===== src/core/tnvm_pkg.sv =====
// Package with constants, states and carrier types of the two-wire byte memory
`default_nettype none
package tnvm_pkg;
   // Array geometry
   localparam int ADDR_W = 9;
   localparam int DATA_W = 8;
   localparam int MEM_DEPTH = 512;
   localparam int PAGE_W = 1;
   localparam int WORD_ADDR_W = 8;
   localparam logic [ADDR_W-1:0] ADDR_RST = 9'h000;
   // Bit counter for one byte on the wire
   localparam int CNT_W = 4;
   localparam logic [CNT_W-1:0] BITS_PER_BYTE = 4'h8;
   // Slave address byte fields
   localparam int SA_DIR_BIT = 0;
   localparam int SA_PAGE_BIT = 1;
   localparam int SA_SEL_LO_BIT = 2;
   localparam int SA_SEL_HI_BIT = 3;
   localparam int SA_TYPE_LSB = 4;
   localparam int SA_TYPE_MSB = 7;
   localparam int SEL_W = 2;
   localparam int TYPE_W = 4;
   // Device type code, value is arbitrary
   localparam logic [TYPE_W-1:0] DEV_TYPE_DEFAULT = 4'h5;
   // Timing: core clock and fastest legal serial clock
   localparam int CLK_PERIOD_NS = 50;
   localparam int SCL_MAX_FREQ_KHZ = 1000;
   localparam int SCL_MIN_PERIOD_NS = 1000000 / SCL_MAX_FREQ_KHZ;
   localparam int SCL_MIN_HALF_CYCLES = (SCL_MIN_PERIOD_NS / 2) / CLK_PERIOD_NS;
   localparam int SCL_MIN_HALF_NEEDED = 4;
   // Buffer between byte receiver and array write port
   localparam int WR_BUF_DEPTH = 2;
   // Idle levels of the synchronised pins
   localparam logic LINE_IDLE = 1'b1;
   localparam logic WP_RST = 1'b0;
   localparam logic [SEL_W-1:0] SEL_RST = 2'h0;

   // Protocol states, one-hot
   typedef enum logic [8:0] {
      ST_IDLE      = 9'h001,
      ST_DEV       = 9'h002,
      ST_ACK_DEV   = 9'h004,
      ST_WORD      = 9'h008,
      ST_ACK_WORD  = 9'h010,
      ST_WRITE     = 9'h020,
      ST_ACK_WRITE = 9'h040,
      ST_READ      = 9'h080,
      ST_ACK_READ  = 9'h100
   } tnvm_state_type;

   // One pending array write
   typedef struct packed {
      logic [ADDR_W-1:0] addr;
      logic [DATA_W-1:0] data;
   } tnvm_wr_entry_type;

   // Decoded bus events, each a one-cycle pulse
   typedef struct packed {
      logic scl_rise;
      logic scl_fall;
      logic start;
      logic stop;
   } tnvm_bus_event_type;
endpackage
`default_nettype wire


===== src/core/tnvm_memory.sv =====
// Two-wire slave byte memory: synchronisers, write buffer and protocol engine
//
// Summary of operation
// [RULE1] Array holds 512 byte locations, reached only over the serial bus.
// [RULE2] Word address is 8 bits selecting one of 256 locations.
// [RULE3] One page bit splits the array into two pages, sent with slave address.
// [RULE4] Page bit is the MSB of the 9-bit byte address.
// [RULE5] Respond only when address select bits match the strap pins.
// [RULE6] Write protect high blocks every array change.
// [RULE7] Write protect low allows writes to every address.
// [RULE8] Floating write protect reads low, so array stays writable. No pull-down here; a floating pin is not forced low.
// [RULE9] Data line output changes only on serial clock falling edge.
// [RULE10] Incoming data bits are sampled on serial clock rising edge.
// [RULE11] Data line is open drain: pull low or release, never drive high.
// [RULE12] Each received data byte is committed right after its transfer.
// [RULE13] Writes finish before the next transaction; never busy, no polling.
// [RULE14] Master keeps serial clock at or below 1 MHz.
// [RULE15] Power-on reset brings the interface to a defined idle state.
// [RULE16] Slave byte: bit3 upper strap, bit2 lower strap, bit1 page, bit0 direction.
// [RULE17] Address increments after each data byte, wraps 1FFh to 000h, unlimited burst.
// [RULE18] When protected, data bytes are not acknowledged, address does not advance.
// [RULE19] Reads carry no word address, continue from the latch with slave page bit.
// [RULE20] A start condition anywhere abandons the operation and awaits a slave byte.
`default_nettype none

// Two-stage synchroniser for pins outside the core clock domain
module tnvm_sync #(
   parameter int WIDTH = 1,
   parameter logic [WIDTH-1:0] RESET_VAL = '0
) (
   input wire logic clk_i,
   input wire logic rst_b_i,
   input wire logic [WIDTH-1:0] async_i,
   output logic [WIDTH-1:0] sync_o
);
   logic [WIDTH-1:0] meta_reg;
   logic [WIDTH-1:0] sync_reg;
   // First stage feeds only the second stage
   always_ff @(posedge clk_i or negedge rst_b_i) begin
      if (!rst_b_i) begin
         meta_reg <= RESET_VAL;
         sync_reg <= RESET_VAL;
      end else begin
         meta_reg <= async_i;
         sync_reg <= meta_reg;
      end
   end
   assign sync_o = sync_reg;
endmodule

// Small FIFO with valid/ready on both sides
module tnvm_fifo #(
   parameter int WIDTH = 17,
   parameter int DEPTH = 2
) (
   input wire logic clk_i,
   input wire logic rst_b_i,
   input wire logic in_valid_i,
   output logic in_ready_o,
   input wire logic [WIDTH-1:0] in_data_i,
   output logic out_valid_o,
   input wire logic out_ready_i,
   output logic [WIDTH-1:0] out_data_o
);
   localparam int PTR_W = (DEPTH > 1) ? $clog2(DEPTH) : 1;
   localparam int CNT_W = $clog2(DEPTH + 1);
   localparam logic [CNT_W-1:0] FULL_CNT = CNT_W'(DEPTH);
   localparam logic [PTR_W-1:0] LAST_PTR = PTR_W'(DEPTH - 1);
   logic [WIDTH-1:0] store_reg [0:DEPTH-1];
   logic [PTR_W-1:0] wr_ptr_reg;
   logic [PTR_W-1:0] rd_ptr_reg;
   logic [CNT_W-1:0] count_reg;
   logic push;
   logic pop;
   initial begin
      if (DEPTH < 2 || WIDTH < 1) begin
         $error("tnvm_fifo: DEPTH must be at least 2 and WIDTH at least 1");
      end
   end

   assign in_ready_o = (count_reg != FULL_CNT);
   assign out_valid_o = (count_reg != '0);
   assign push = in_valid_i && in_ready_o;
   assign pop = out_valid_o && out_ready_i;
   assign out_data_o = store_reg[rd_ptr_reg];

   // Entry storage, written on push
   always_ff @(posedge clk_i) begin
      if (push) begin
         store_reg[wr_ptr_reg] <= in_data_i;
      end
   end

   // Pointers and occupancy
   always_ff @(posedge clk_i or negedge rst_b_i) begin
      if (!rst_b_i) begin
         wr_ptr_reg <= '0;
         rd_ptr_reg <= '0;
         count_reg <= '0;
      end else begin
         if (push) begin
            wr_ptr_reg <= (wr_ptr_reg == LAST_PTR) ? '0 : wr_ptr_reg + 1'b1;
         end
         if (pop) begin
            rd_ptr_reg <= (rd_ptr_reg == LAST_PTR) ? '0 : rd_ptr_reg + 1'b1;
         end
         if (push && !pop) begin
            count_reg <= count_reg + 1'b1;
         end else if (pop && !push) begin
            count_reg <= count_reg - 1'b1;
         end
      end
   end
endmodule

// Top: the serial byte memory as seen behind its pins
module tnvm_memory
   import tnvm_pkg::*;
#(
   parameter logic [tnvm_pkg::TYPE_W-1:0] DEV_TYPE = tnvm_pkg::DEV_TYPE_DEFAULT
) (
   input wire logic core_clk_i,
   input wire logic rst_b_i,
   input wire logic scl_i,
   input wire logic sda_i,
   output logic sda_o,
   output logic sda_oe_b_o,
   input wire logic [tnvm_pkg::SEL_W-1:0] device_select_straps_i,
   input wire logic write_protect_i,
   output tnvm_pkg::tnvm_state_type state_o
);
   import tnvm_pkg::*;

   logic rst_meta_reg;
   logic rst_sync_b_reg;
   logic scl_sync;
   logic sda_sync;
   logic wp_sync;
   logic [SEL_W-1:0] sel_sync;
   logic scl_prev_reg;
   logic sda_prev_reg;
   tnvm_bus_event_type ev;
   tnvm_state_type state_reg;
   tnvm_state_type state_next;
   logic [DATA_W-1:0] shift_reg;
   logic [DATA_W-1:0] tx_reg;
   logic [CNT_W-1:0] bit_cnt_reg;
   logic [ADDR_W-1:0] addr_reg;
   logic page_reg;
   logic read_dir_reg;
   logic master_ack_reg;
   logic pull_low_reg;
   logic [DATA_W-1:0] mem_reg [0:MEM_DEPTH-1];
   logic byte_done;
   logic dev_hit;
   logic wr_try;
   logic wr_accept;
   logic rd_load;
   logic [DATA_W-1:0] rd_byte;
   tnvm_wr_entry_type wr_in;
   tnvm_wr_entry_type wr_out;
   logic wr_in_ready;
   logic wr_out_valid;
   logic wr_out_ready;

   initial begin
      if (SCL_MIN_HALF_CYCLES < SCL_MIN_HALF_NEEDED) begin
         $error("tnvm_memory: core clock too slow to sample the serial clock");
      end
   end

   // Power-on reset released through two flip-flops
   always_ff @(posedge core_clk_i or negedge rst_b_i) begin
      if (!rst_b_i) begin
         rst_meta_reg <= 1'b0;
         rst_sync_b_reg <= 1'b0;
      end else begin
         rst_meta_reg <= 1'b1;
         rst_sync_b_reg <= rst_meta_reg;
      end
   end

   // Pin synchronisers; bus lines idle high, straps and protect idle low
   tnvm_sync #(.WIDTH(2), .RESET_VAL({LINE_IDLE, LINE_IDLE})) u_sync_bus (
      .clk_i(core_clk_i),
      .rst_b_i(rst_sync_b_reg),
      .async_i({scl_i, sda_i}),
      .sync_o({scl_sync, sda_sync})
   );

   tnvm_sync #(.WIDTH(SEL_W + 1), .RESET_VAL({SEL_RST, WP_RST})) u_sync_cfg (
      .clk_i(core_clk_i),
      .rst_b_i(rst_sync_b_reg),
      .async_i({device_select_straps_i, write_protect_i}),
      .sync_o({sel_sync, wp_sync})
   );

   // Previous line levels for edge and condition detection
   always_ff @(posedge core_clk_i or negedge rst_sync_b_reg) begin
      if (!rst_sync_b_reg) begin
         scl_prev_reg <= LINE_IDLE;
         sda_prev_reg <= LINE_IDLE;
      end else begin
         scl_prev_reg <= scl_sync;
         sda_prev_reg <= sda_sync;
      end
   end

   // Bus events: clock edges, start and stop while clock high
   assign ev.scl_rise = scl_sync && !scl_prev_reg;
   assign ev.scl_fall = !scl_sync && scl_prev_reg;
   assign ev.start = scl_sync && scl_prev_reg && sda_prev_reg && !sda_sync;
   assign ev.stop = scl_sync && scl_prev_reg && !sda_prev_reg && sda_sync;

   // Decoded conditions of the current byte
   assign byte_done = ev.scl_fall && (bit_cnt_reg == BITS_PER_BYTE);
   assign dev_hit = (shift_reg[SA_TYPE_MSB:SA_TYPE_LSB] == DEV_TYPE)
                  && (shift_reg[SA_SEL_HI_BIT] == sel_sync[1])  // [RULE5] [RULE16]
                  && (shift_reg[SA_SEL_LO_BIT] == sel_sync[0]);  // [RULE5] [RULE16]
   // Protect level is the synchronised pin; no pull-down here, so a floating pin is not forced low
   assign wr_try = (state_reg == ST_WRITE) && byte_done && !wp_sync;  // [RULE6] [RULE7] [RULE8]
   assign wr_accept = wr_try && wr_in_ready;
   assign rd_load = ev.scl_fall
                  && (((state_reg == ST_ACK_DEV) && read_dir_reg)
                      || ((state_reg == ST_ACK_READ) && master_ack_reg));
   assign rd_byte = mem_reg[addr_reg];  // [RULE19]

   // Next protocol state
   always_comb begin
      state_next = state_reg;
      if (ev.start) begin
         state_next = ST_DEV;  // [RULE20]
      end else if (ev.stop) begin
         state_next = ST_IDLE;
      end else if (ev.scl_fall) begin
         unique case (state_reg)
            ST_DEV: state_next = !byte_done ? ST_DEV : (dev_hit ? ST_ACK_DEV : ST_IDLE);  // [RULE5]
            ST_ACK_DEV: state_next = read_dir_reg ? ST_READ : ST_WORD;  // [RULE19]
            ST_WORD: state_next = byte_done ? ST_ACK_WORD : ST_WORD;
            ST_ACK_WORD: state_next = ST_WRITE;
            ST_WRITE: state_next = !byte_done ? ST_WRITE : (wr_accept ? ST_ACK_WRITE : ST_IDLE);  // [RULE18]
            ST_ACK_WRITE: state_next = ST_WRITE;
            ST_READ: state_next = byte_done ? ST_ACK_READ : ST_READ;
            ST_ACK_READ: state_next = master_ack_reg ? ST_READ : ST_IDLE;
            default: state_next = ST_IDLE;
         endcase
      end
   end

   // State register, idle after power-on reset
   always_ff @(posedge core_clk_i or negedge rst_sync_b_reg) begin
      if (!rst_sync_b_reg) begin
         state_reg <= ST_IDLE;  // [RULE15]
      end else begin
         state_reg <= state_next;
      end
   end

   // Receive shifter and bit counter, sampled on the rising clock edge
   always_ff @(posedge core_clk_i or negedge rst_sync_b_reg) begin
      if (!rst_sync_b_reg) begin
         shift_reg <= '0;
         bit_cnt_reg <= '0;
      end else if (ev.start) begin
         bit_cnt_reg <= '0;
      end else if (ev.scl_rise && bit_cnt_reg != BITS_PER_BYTE
                   && (state_reg == ST_DEV || state_reg == ST_WORD
                       || state_reg == ST_WRITE || state_reg == ST_READ)) begin
         shift_reg <= {shift_reg[DATA_W-2:0], sda_sync};  // [RULE10]
         bit_cnt_reg <= bit_cnt_reg + 1'b1;
      end else if (ev.scl_fall && (state_reg == ST_ACK_DEV || state_reg == ST_ACK_WORD
                   || state_reg == ST_ACK_WRITE || state_reg == ST_ACK_READ)) begin
         bit_cnt_reg <= '0;
      end
   end

   // Direction and page captured from a matching slave byte
   always_ff @(posedge core_clk_i or negedge rst_sync_b_reg) begin
      if (!rst_sync_b_reg) begin
         page_reg <= 1'b0;
         read_dir_reg <= 1'b0;
      end else if (state_reg == ST_DEV && byte_done && dev_hit) begin
         page_reg <= shift_reg[SA_PAGE_BIT];  // [RULE3] [RULE16]
         read_dir_reg <= shift_reg[SA_DIR_BIT];  // [RULE16]
      end
   end

   // Address latch: load, page update on reads, increment with wrap
   always_ff @(posedge core_clk_i or negedge rst_sync_b_reg) begin
      if (!rst_sync_b_reg) begin
         addr_reg <= ADDR_RST;
      end else if (state_reg == ST_DEV && byte_done && dev_hit && shift_reg[SA_DIR_BIT]) begin
         addr_reg[ADDR_W-1] <= shift_reg[SA_PAGE_BIT];  // [RULE19]
      end else if (state_reg == ST_WORD && byte_done) begin
         addr_reg <= {page_reg, shift_reg[WORD_ADDR_W-1:0]};  // [RULE2] [RULE4]
      end else if (wr_accept || (state_reg == ST_READ && byte_done)) begin
         addr_reg <= addr_reg + 1'b1;  // [RULE17] [RULE18]
      end
   end

   // Master acknowledge after a read byte, sampled on the rising edge
   always_ff @(posedge core_clk_i or negedge rst_sync_b_reg) begin
      if (!rst_sync_b_reg) begin
         master_ack_reg <= 1'b0;
      end else if (state_reg == ST_ACK_READ && ev.scl_rise) begin
         master_ack_reg <= !sda_sync;
      end
   end

   // Transmit shifter loaded from the array and moved on falling edges
   always_ff @(posedge core_clk_i or negedge rst_sync_b_reg) begin
      if (!rst_sync_b_reg) begin
         tx_reg <= '0;
      end else if (rd_load) begin
         tx_reg <= rd_byte;
      end else if (state_reg == ST_READ && ev.scl_fall && bit_cnt_reg != BITS_PER_BYTE) begin
         tx_reg <= {tx_reg[DATA_W-2:0], 1'b0};
      end
   end

   // Open-drain pull-down, changed only on the falling clock edge
   always_ff @(posedge core_clk_i or negedge rst_sync_b_reg) begin
      if (!rst_sync_b_reg) begin
         pull_low_reg <= 1'b0;
      end else if (ev.start || ev.stop) begin
         pull_low_reg <= 1'b0;
      end else if (ev.scl_fall) begin  // [RULE9]
         unique case (state_reg)
            ST_DEV: pull_low_reg <= byte_done && dev_hit;
            ST_WORD: pull_low_reg <= byte_done;
            ST_WRITE: pull_low_reg <= wr_accept;  // [RULE18]
            ST_READ: pull_low_reg <= !byte_done && !tx_reg[DATA_W-2];
            ST_ACK_DEV, ST_ACK_READ: pull_low_reg <= rd_load && !rd_byte[DATA_W-1];
            default: pull_low_reg <= 1'b0;
         endcase
      end
   end

   // Pin only ever pulls low; enable is active low
   assign sda_o = 1'b0;  // [RULE11]
   assign sda_oe_b_o = !pull_low_reg;  // [RULE11]
   assign state_o = state_reg;

   // Write buffer between receiver and array; full buffer withholds acknowledge
   assign wr_in = '{addr: addr_reg, data: shift_reg};
   assign wr_out_ready = !rd_load;

   tnvm_fifo #(.WIDTH($bits(tnvm_wr_entry_type)), .DEPTH(WR_BUF_DEPTH)) u_wr_buf (
      .clk_i(core_clk_i),
      .rst_b_i(rst_sync_b_reg),
      .in_valid_i(wr_try),
      .in_ready_o(wr_in_ready),
      .in_data_i(wr_in),
      .out_valid_o(wr_out_valid),
      .out_ready_i(wr_out_ready),
      .out_data_o(wr_out)
   );

   // Array commit within core cycles of the byte, long before the next transfer
   always_ff @(posedge core_clk_i) begin
      if (wr_out_valid && wr_out_ready) begin
         mem_reg[wr_out.addr] <= wr_out.data;  // [RULE1] [RULE12] [RULE13]
      end
   end
endmodule
`default_nettype wire


===== config.mk =====
export PLATFORM = sky130hd
export DESIGN_NAME = tnvm_memory
export DESIGN_NICKNAME = d
export VERILOG_FILES = /design/src/core/tnvm_pkg.sv /design/src/core/tnvm_memory.sv
export SDC_FILE = /design/constraint.sdc
export NUM_CORES = 2
export LEC_CHECK = 0
export BUFFER_PORTS_ARGS = -buffer_cell sky130_fd_sc_hd__buf_2
export CAP_MARGIN = 25
export CORE_ASPECT_RATIO = 0.5
export CORE_UTILIZATION = 45
export CTS_BUF_LIST = sky130_fd_sc_hd__clkbuf_4 sky130_fd_sc_hd__clkbuf_8
export CTS_CLUSTER_DIAMETER = 200
export CTS_CLUSTER_SIZE = 28
export DETAILED_ROUTE_END_ITERATION = 12
export HOLD_SLACK_MARGIN = 0.06
export SETUP_SLACK_MARGIN = 0.3
export SYNTH_ARGS = -nofsm -noshare
export SYNTH_HDL_FRONTEND = slang
export SYNTH_MEMORY_MAX_BITS = 65536
export SYNTH_SLANG_ARGS = --single-unit

===== constraint.sdc =====
create_clock -name core_clk_i -period 1.6 [get_ports core_clk_i]
set_clock_uncertainty 0.05 [all_clocks]
set_input_delay 0.32 -clock core_clk_i [delete_from_list [all_inputs] [get_ports core_clk_i]]
set_output_delay 0.32 -clock core_clk_i [all_outputs]
set_load 0.02 [all_outputs]

==> results.md <==
- The later pin in the worst-skew pair is clocked with a latency of about 1100 ps.
- The via density per instance is 6.332.
- After synthesis the cells add up to about 160000 um2.
- The internal power summed over all cells is between 100 and 150 mW.
- The relative contribution of the clock network to total power is roughly a quarter.
- In this design, the stage delay of the slowest critical-path cell is between 600 and 700 ps.
- The critical path goes through buf_12, buf_12, buf_12, mux4_2, mux2i_2, o221ai_2, a311oi_4, buf_4, a211oi_4, a2111o_1, o31ai_2.
- The register clock-pin slew on the reported worst setup and hold paths is 190 ps.
- The flow ran to the end, but the final reports show violations.
- The count of buffers inserted at the top-level ports is 16.
- The worst setup path is launched from a register.
- The TritonCTS buffer count is 175.
- The via count of the first global-routing pass was 83.61k.
- The count of nets left with antenna violations once routing finished came out at 0.
- The initial antenna violation count is 32.
- The die covers approximately 360000 um2.
- The half-perimeter wire length after placement is ~340000 um.
- The register with the most flip-flops in the layout has about 4.1k of them.
- Power spread over the standard cell area amounts to roughly 860 nW/um2.
- The synthesized netlist net count is around 7.8k.
- The cell depth of the worst flop-to-flop path is 11.
- The via count is between 80k and 90k.
- The final layout contains routed wiring with a total length of around 500000 um.
- The primary flip-flop cell chosen by synthesis mapping is sky130_fd_sc_hd__edfxtp_1.
- Dividing the final minimum period by the clock period gives 230.8%.
- The setup TNS is -7759280 ps.
- The final reports fail on setup timing.
- The root buffer cell chosen for the clock tree is sky130_fd_sc_hd__clkbuf_8.
- Counting flops with a built-in enable in the synthesized netlist gives between 4k and 5k.
- The Yosys warning count is 0.
- The slowest stage of the critical path belongs to the cell sky130_fd_sc_hd__a311oi_4.
- For this run, the post-layout net count is ~9k.
- The initial DRC count is ~14k.
- The H-tree generated during clock tree synthesis spans 4 levels.
- The die span in x is roughly 850 um.
- The worst setup path is captured at a register.
- The maximum vdd drop is a little under 0.7 mV.
- The number of hold violations in the final report was 0.
- The sequential share of power is between 70% and 80%.
- Across every metal layer, demand over resource in global routing totals 26.63%.
- Leaving out fill and tap cells, the most frequent cell in the layout is sky130_fd_sc_hd__edfxtp_1.
- The final critical delay including setup and external delays is between 3000 and 4000 ps.
- The standard-cell row count is ~160.
- The critical path start-end classification is register to register.
- The startpoint of the lowest-slack register-to-register path is addr_reg[0].
- Data on the critical path is required at its endpoint by roughly 2600 ps.
- Of all flip-flops after synthesis, the portion carrying an async set or reset was 1.408%.
- The post-synthesis area per instance is 21.04 um2.
- The final global-route overflow total is 0.
- The slew at the pin closest to its max-slew limit is 1165 ps.
- The overall power consumption is around 160 mW.
- In this run switching power makes up 19.63% of total power.
- TritonCTS built the clock tree.
- The number of instances in the synthesized netlist is roughly 7.7k.
- The starting utilization of the core area is a little under half.
- The layout overhead on the synthesized area is 15.48%.
- Of all nets on the critical path, the largest fanout is 9.
- CTS saw between 4k and 5k sinks.
- In the final layout, the multi-input gates occupy between 30000 and 40000 um2.
- Summed over all nets, the switching power comes to around 32 mW.
- Pin placement for this block handled 18 I/O pins.
- From bottom edge to top edge, the die measures 427.4 um.
- The highest achievable clock rate is roughly 270 MHz.
- Dividing the detail-routed wire length by the instance count gives about 36 um.
- Routability-driven placement finished with a final weighted congestion of between 0.9 and 1.
- Counting the fill cells in the layout gives 27.71k.
- Setup repair after global routing could not meet its margin everywhere.
- The worst setup slack before clock tree synthesis is -2572 ps.
- In the layout the commonest cells are sky130_fd_sc_hd__edfxtp_1 (4130), sky130_fd_sc_hd__buf_4 (1019), sky130_fd_sc_hd__mux4_2 (926).
- The first global-routing pass estimated 675700 um of wire.
- The endpoint of the most critical register-to-register path is pull_low_reg.
- The first detailed-routing pass took 6 iterations.
- The proportion of synthesized chip area in sequential cells is 77.07%.
- The leakage dissipation is roughly 60 nW.
- The post-route netlist has between 30% and 40% of its cells at a drive strength greater than 1.
- The core box area is around 360000 um2.
- Per report_power, the combinational group accounts for less than 1% of the total.
- The final-report setup violation count is slightly above 8k.
- The max-cap check violation count is 0.
- Once routing completed, OpenROAD measured the worst setup slack at -2092 ps.
- The total count of max-transition violations in the final report is 0.
- The post-synthesis sequential element count is around 4.2k.
- The maximum number of pins on one net before global-route repair is 97.
- The min-delay analysis places its worst path in the category register to async pin.
- For flop-to-flop paths, the worst setup slack is -2090 ps.
- The count of unique library cells instantiated by Yosys is 90.
- Data arrives at the worst endpoint at between 4000 and 5000 ps.
- In this design, the critical path's most frequently occurring cell is sky130_fd_sc_hd__buf_12.
- The sequential cells in the finished layout cover a total of 125500 um2.
- After detailed routing, the number of remaining DRC violations is 0.
- The clock passes through at most 4 buffers.
- In this run the tightest slew margin relative to its limit is about 22%.
[area by class of cell]
type,count,share of cell area [%]
antenna,10,0.01331
clock buffer,202,1.398
clock inverter,4,0.02129
inverter,27,0.05855
multi-input combinational,3040,19.53
sequential,4189,66.75
tap,4788,3.186
timing repair buffer,1515,9.040
[cell usage after synthesis (15+ instances only)]
cell type                  number  share of area [%]
sky130_fd_sc_hd__a31oi_1       23              0.088
sky130_fd_sc_hd__nand2b_1      18              0.069
sky130_fd_sc_hd__clkbuf_1     214               0.49
sky130_fd_sc_hd__o22ai_1       57               0.22
sky130_fd_sc_hd__mux2_2        42               0.29
sky130_fd_sc_hd__a22o_1        52               0.28
sky130_fd_sc_hd__buf_2         94               0.29
sky130_fd_sc_hd__buf_4         67               0.31
sky130_fd_sc_hd__buf_6         71               0.49
sky130_fd_sc_hd__a22oi_1      159               0.73
sky130_fd_sc_hd__a21oi_1       97               0.30
sky130_fd_sc_hd__edfxtp_1    4130                 76
sky130_fd_sc_hd__o221ai_1      45               0.24
sky130_fd_sc_hd__nand3_1       72               0.22
sky130_fd_sc_hd__o21ai_0       70               0.22
sky130_fd_sc_hd__mux4_2       926                 13
sky130_fd_sc_hd__buf_1         30              0.069
sky130_fd_sc_hd__nand4_1       15              0.058
sky130_fd_sc_hd__nor2_1       586                1.4
sky130_fd_sc_hd__a221oi_1      75               0.40
sky130_fd_sc_hd__dfrtp_1       52               0.80
sky130_fd_sc_hd__mux2i_1      354                2.2
sky130_fd_sc_hd__nand2_1      187               0.43
sky130_fd_sc_hd__nor3_1        30              0.092
sky130_fd_sc_hd__inv_1         24              0.055
sky130_fd_sc_hd__a211oi_1      21              0.097
[metrics by stage]
step / area, um2 / utilization, % / instances / hold slack, ps
after floorplan: 163000 / - / 7739 / -25.59
after global placement: 180200 / 50.27 / 13330 / 54.59
after detailed placement: 180200 / 50.29 / 13340 / 57.00
after CTS: 186000 / 51.89 / 13660 / 161.6
after global routing: 188100 / 52.47 / 13770 / 174.9
final: 188100 / 52.47 / 13780 / 147.3
[worst max path at each step]
stage               slack [ps]           end  cells after the start        start
finish                   -2090  pull_low_reg                     11  addr_reg[0]
global route             -2080  pull_low_reg                     11  addr_reg[0]
CTS                      -2000  pull_low_reg                     11  addr_reg[0]
detailed placement       -2570     tx_reg[1]                     12  addr_reg[0]
global placement         -2880     tx_reg[0]                     11  addr_reg[0]
floorplan                -1220     tx_reg[6]                      9   state_o[2]
[power groups by stage]
stage | clock network [mW] | logic [mW] | registers (mW)
after floorplan | 0 | 0.165 | 121
after global placement | 0 | 0.426 | 121
after detailed placement | 0 | 0.432 | 121
after CTS | 42.5 | 0.495 | 119
after global routing | 45.5 | 0.540 | 119
final | 42.2 | 0.505 | 119
[routing by layer]
metal	global-route usage [%]	vias up	routed length (um)
met2	38.84	5128	215100
met1	40.04	47070	202300
met4	6.588	20	14150
li1	-	34340	-
met5	0	-	310
met3	7.307	668	63360
[what timing repair did]
action / 4_1_cts / 5_1_grt
setup buffers: 86 / 99
cloned: 15 / 6
hold buffers: 13 / 0
setup endpoints to repair: 8286 / 8288
pin swaps: 74 / 60
gates resized for setup: 333 / 237
hold endpoints to repair: 7 / 0
[critical path, delay by kind of cell, from the launching register on]
family	cells	cell delay, ps
AOI/OAI and AO/OA	5	1590
buffers and inverters	4	730
muxes	2	730
DFF	1	500
[kinds of logic (layout without fill, tap and decap cells)]
| kind of cell | Yosys count | after routing | share of synthesized area (%) |
|---|---|---|---|
| buffers and inverters | 510 | 1748 | 1.781 |
| flip-flops | 4189 | 4189 | 77.07 |
| AND/OR/NAND/NOR | 985 | 985 | 2.564 |
| XOR/XNOR | 11 | 11 | 0.05916 |
| adder cells (fa/ha/maj) | 4 | 4 | 0.03073 |
| multiplexers | 1323 | 1323 | 15.28 |
| other | 2 | 12 | 0.004612 |
| AO/OA/AOI/OAI | 715 | 715 | 3.213 |
(Power assumes the default switching activity.)
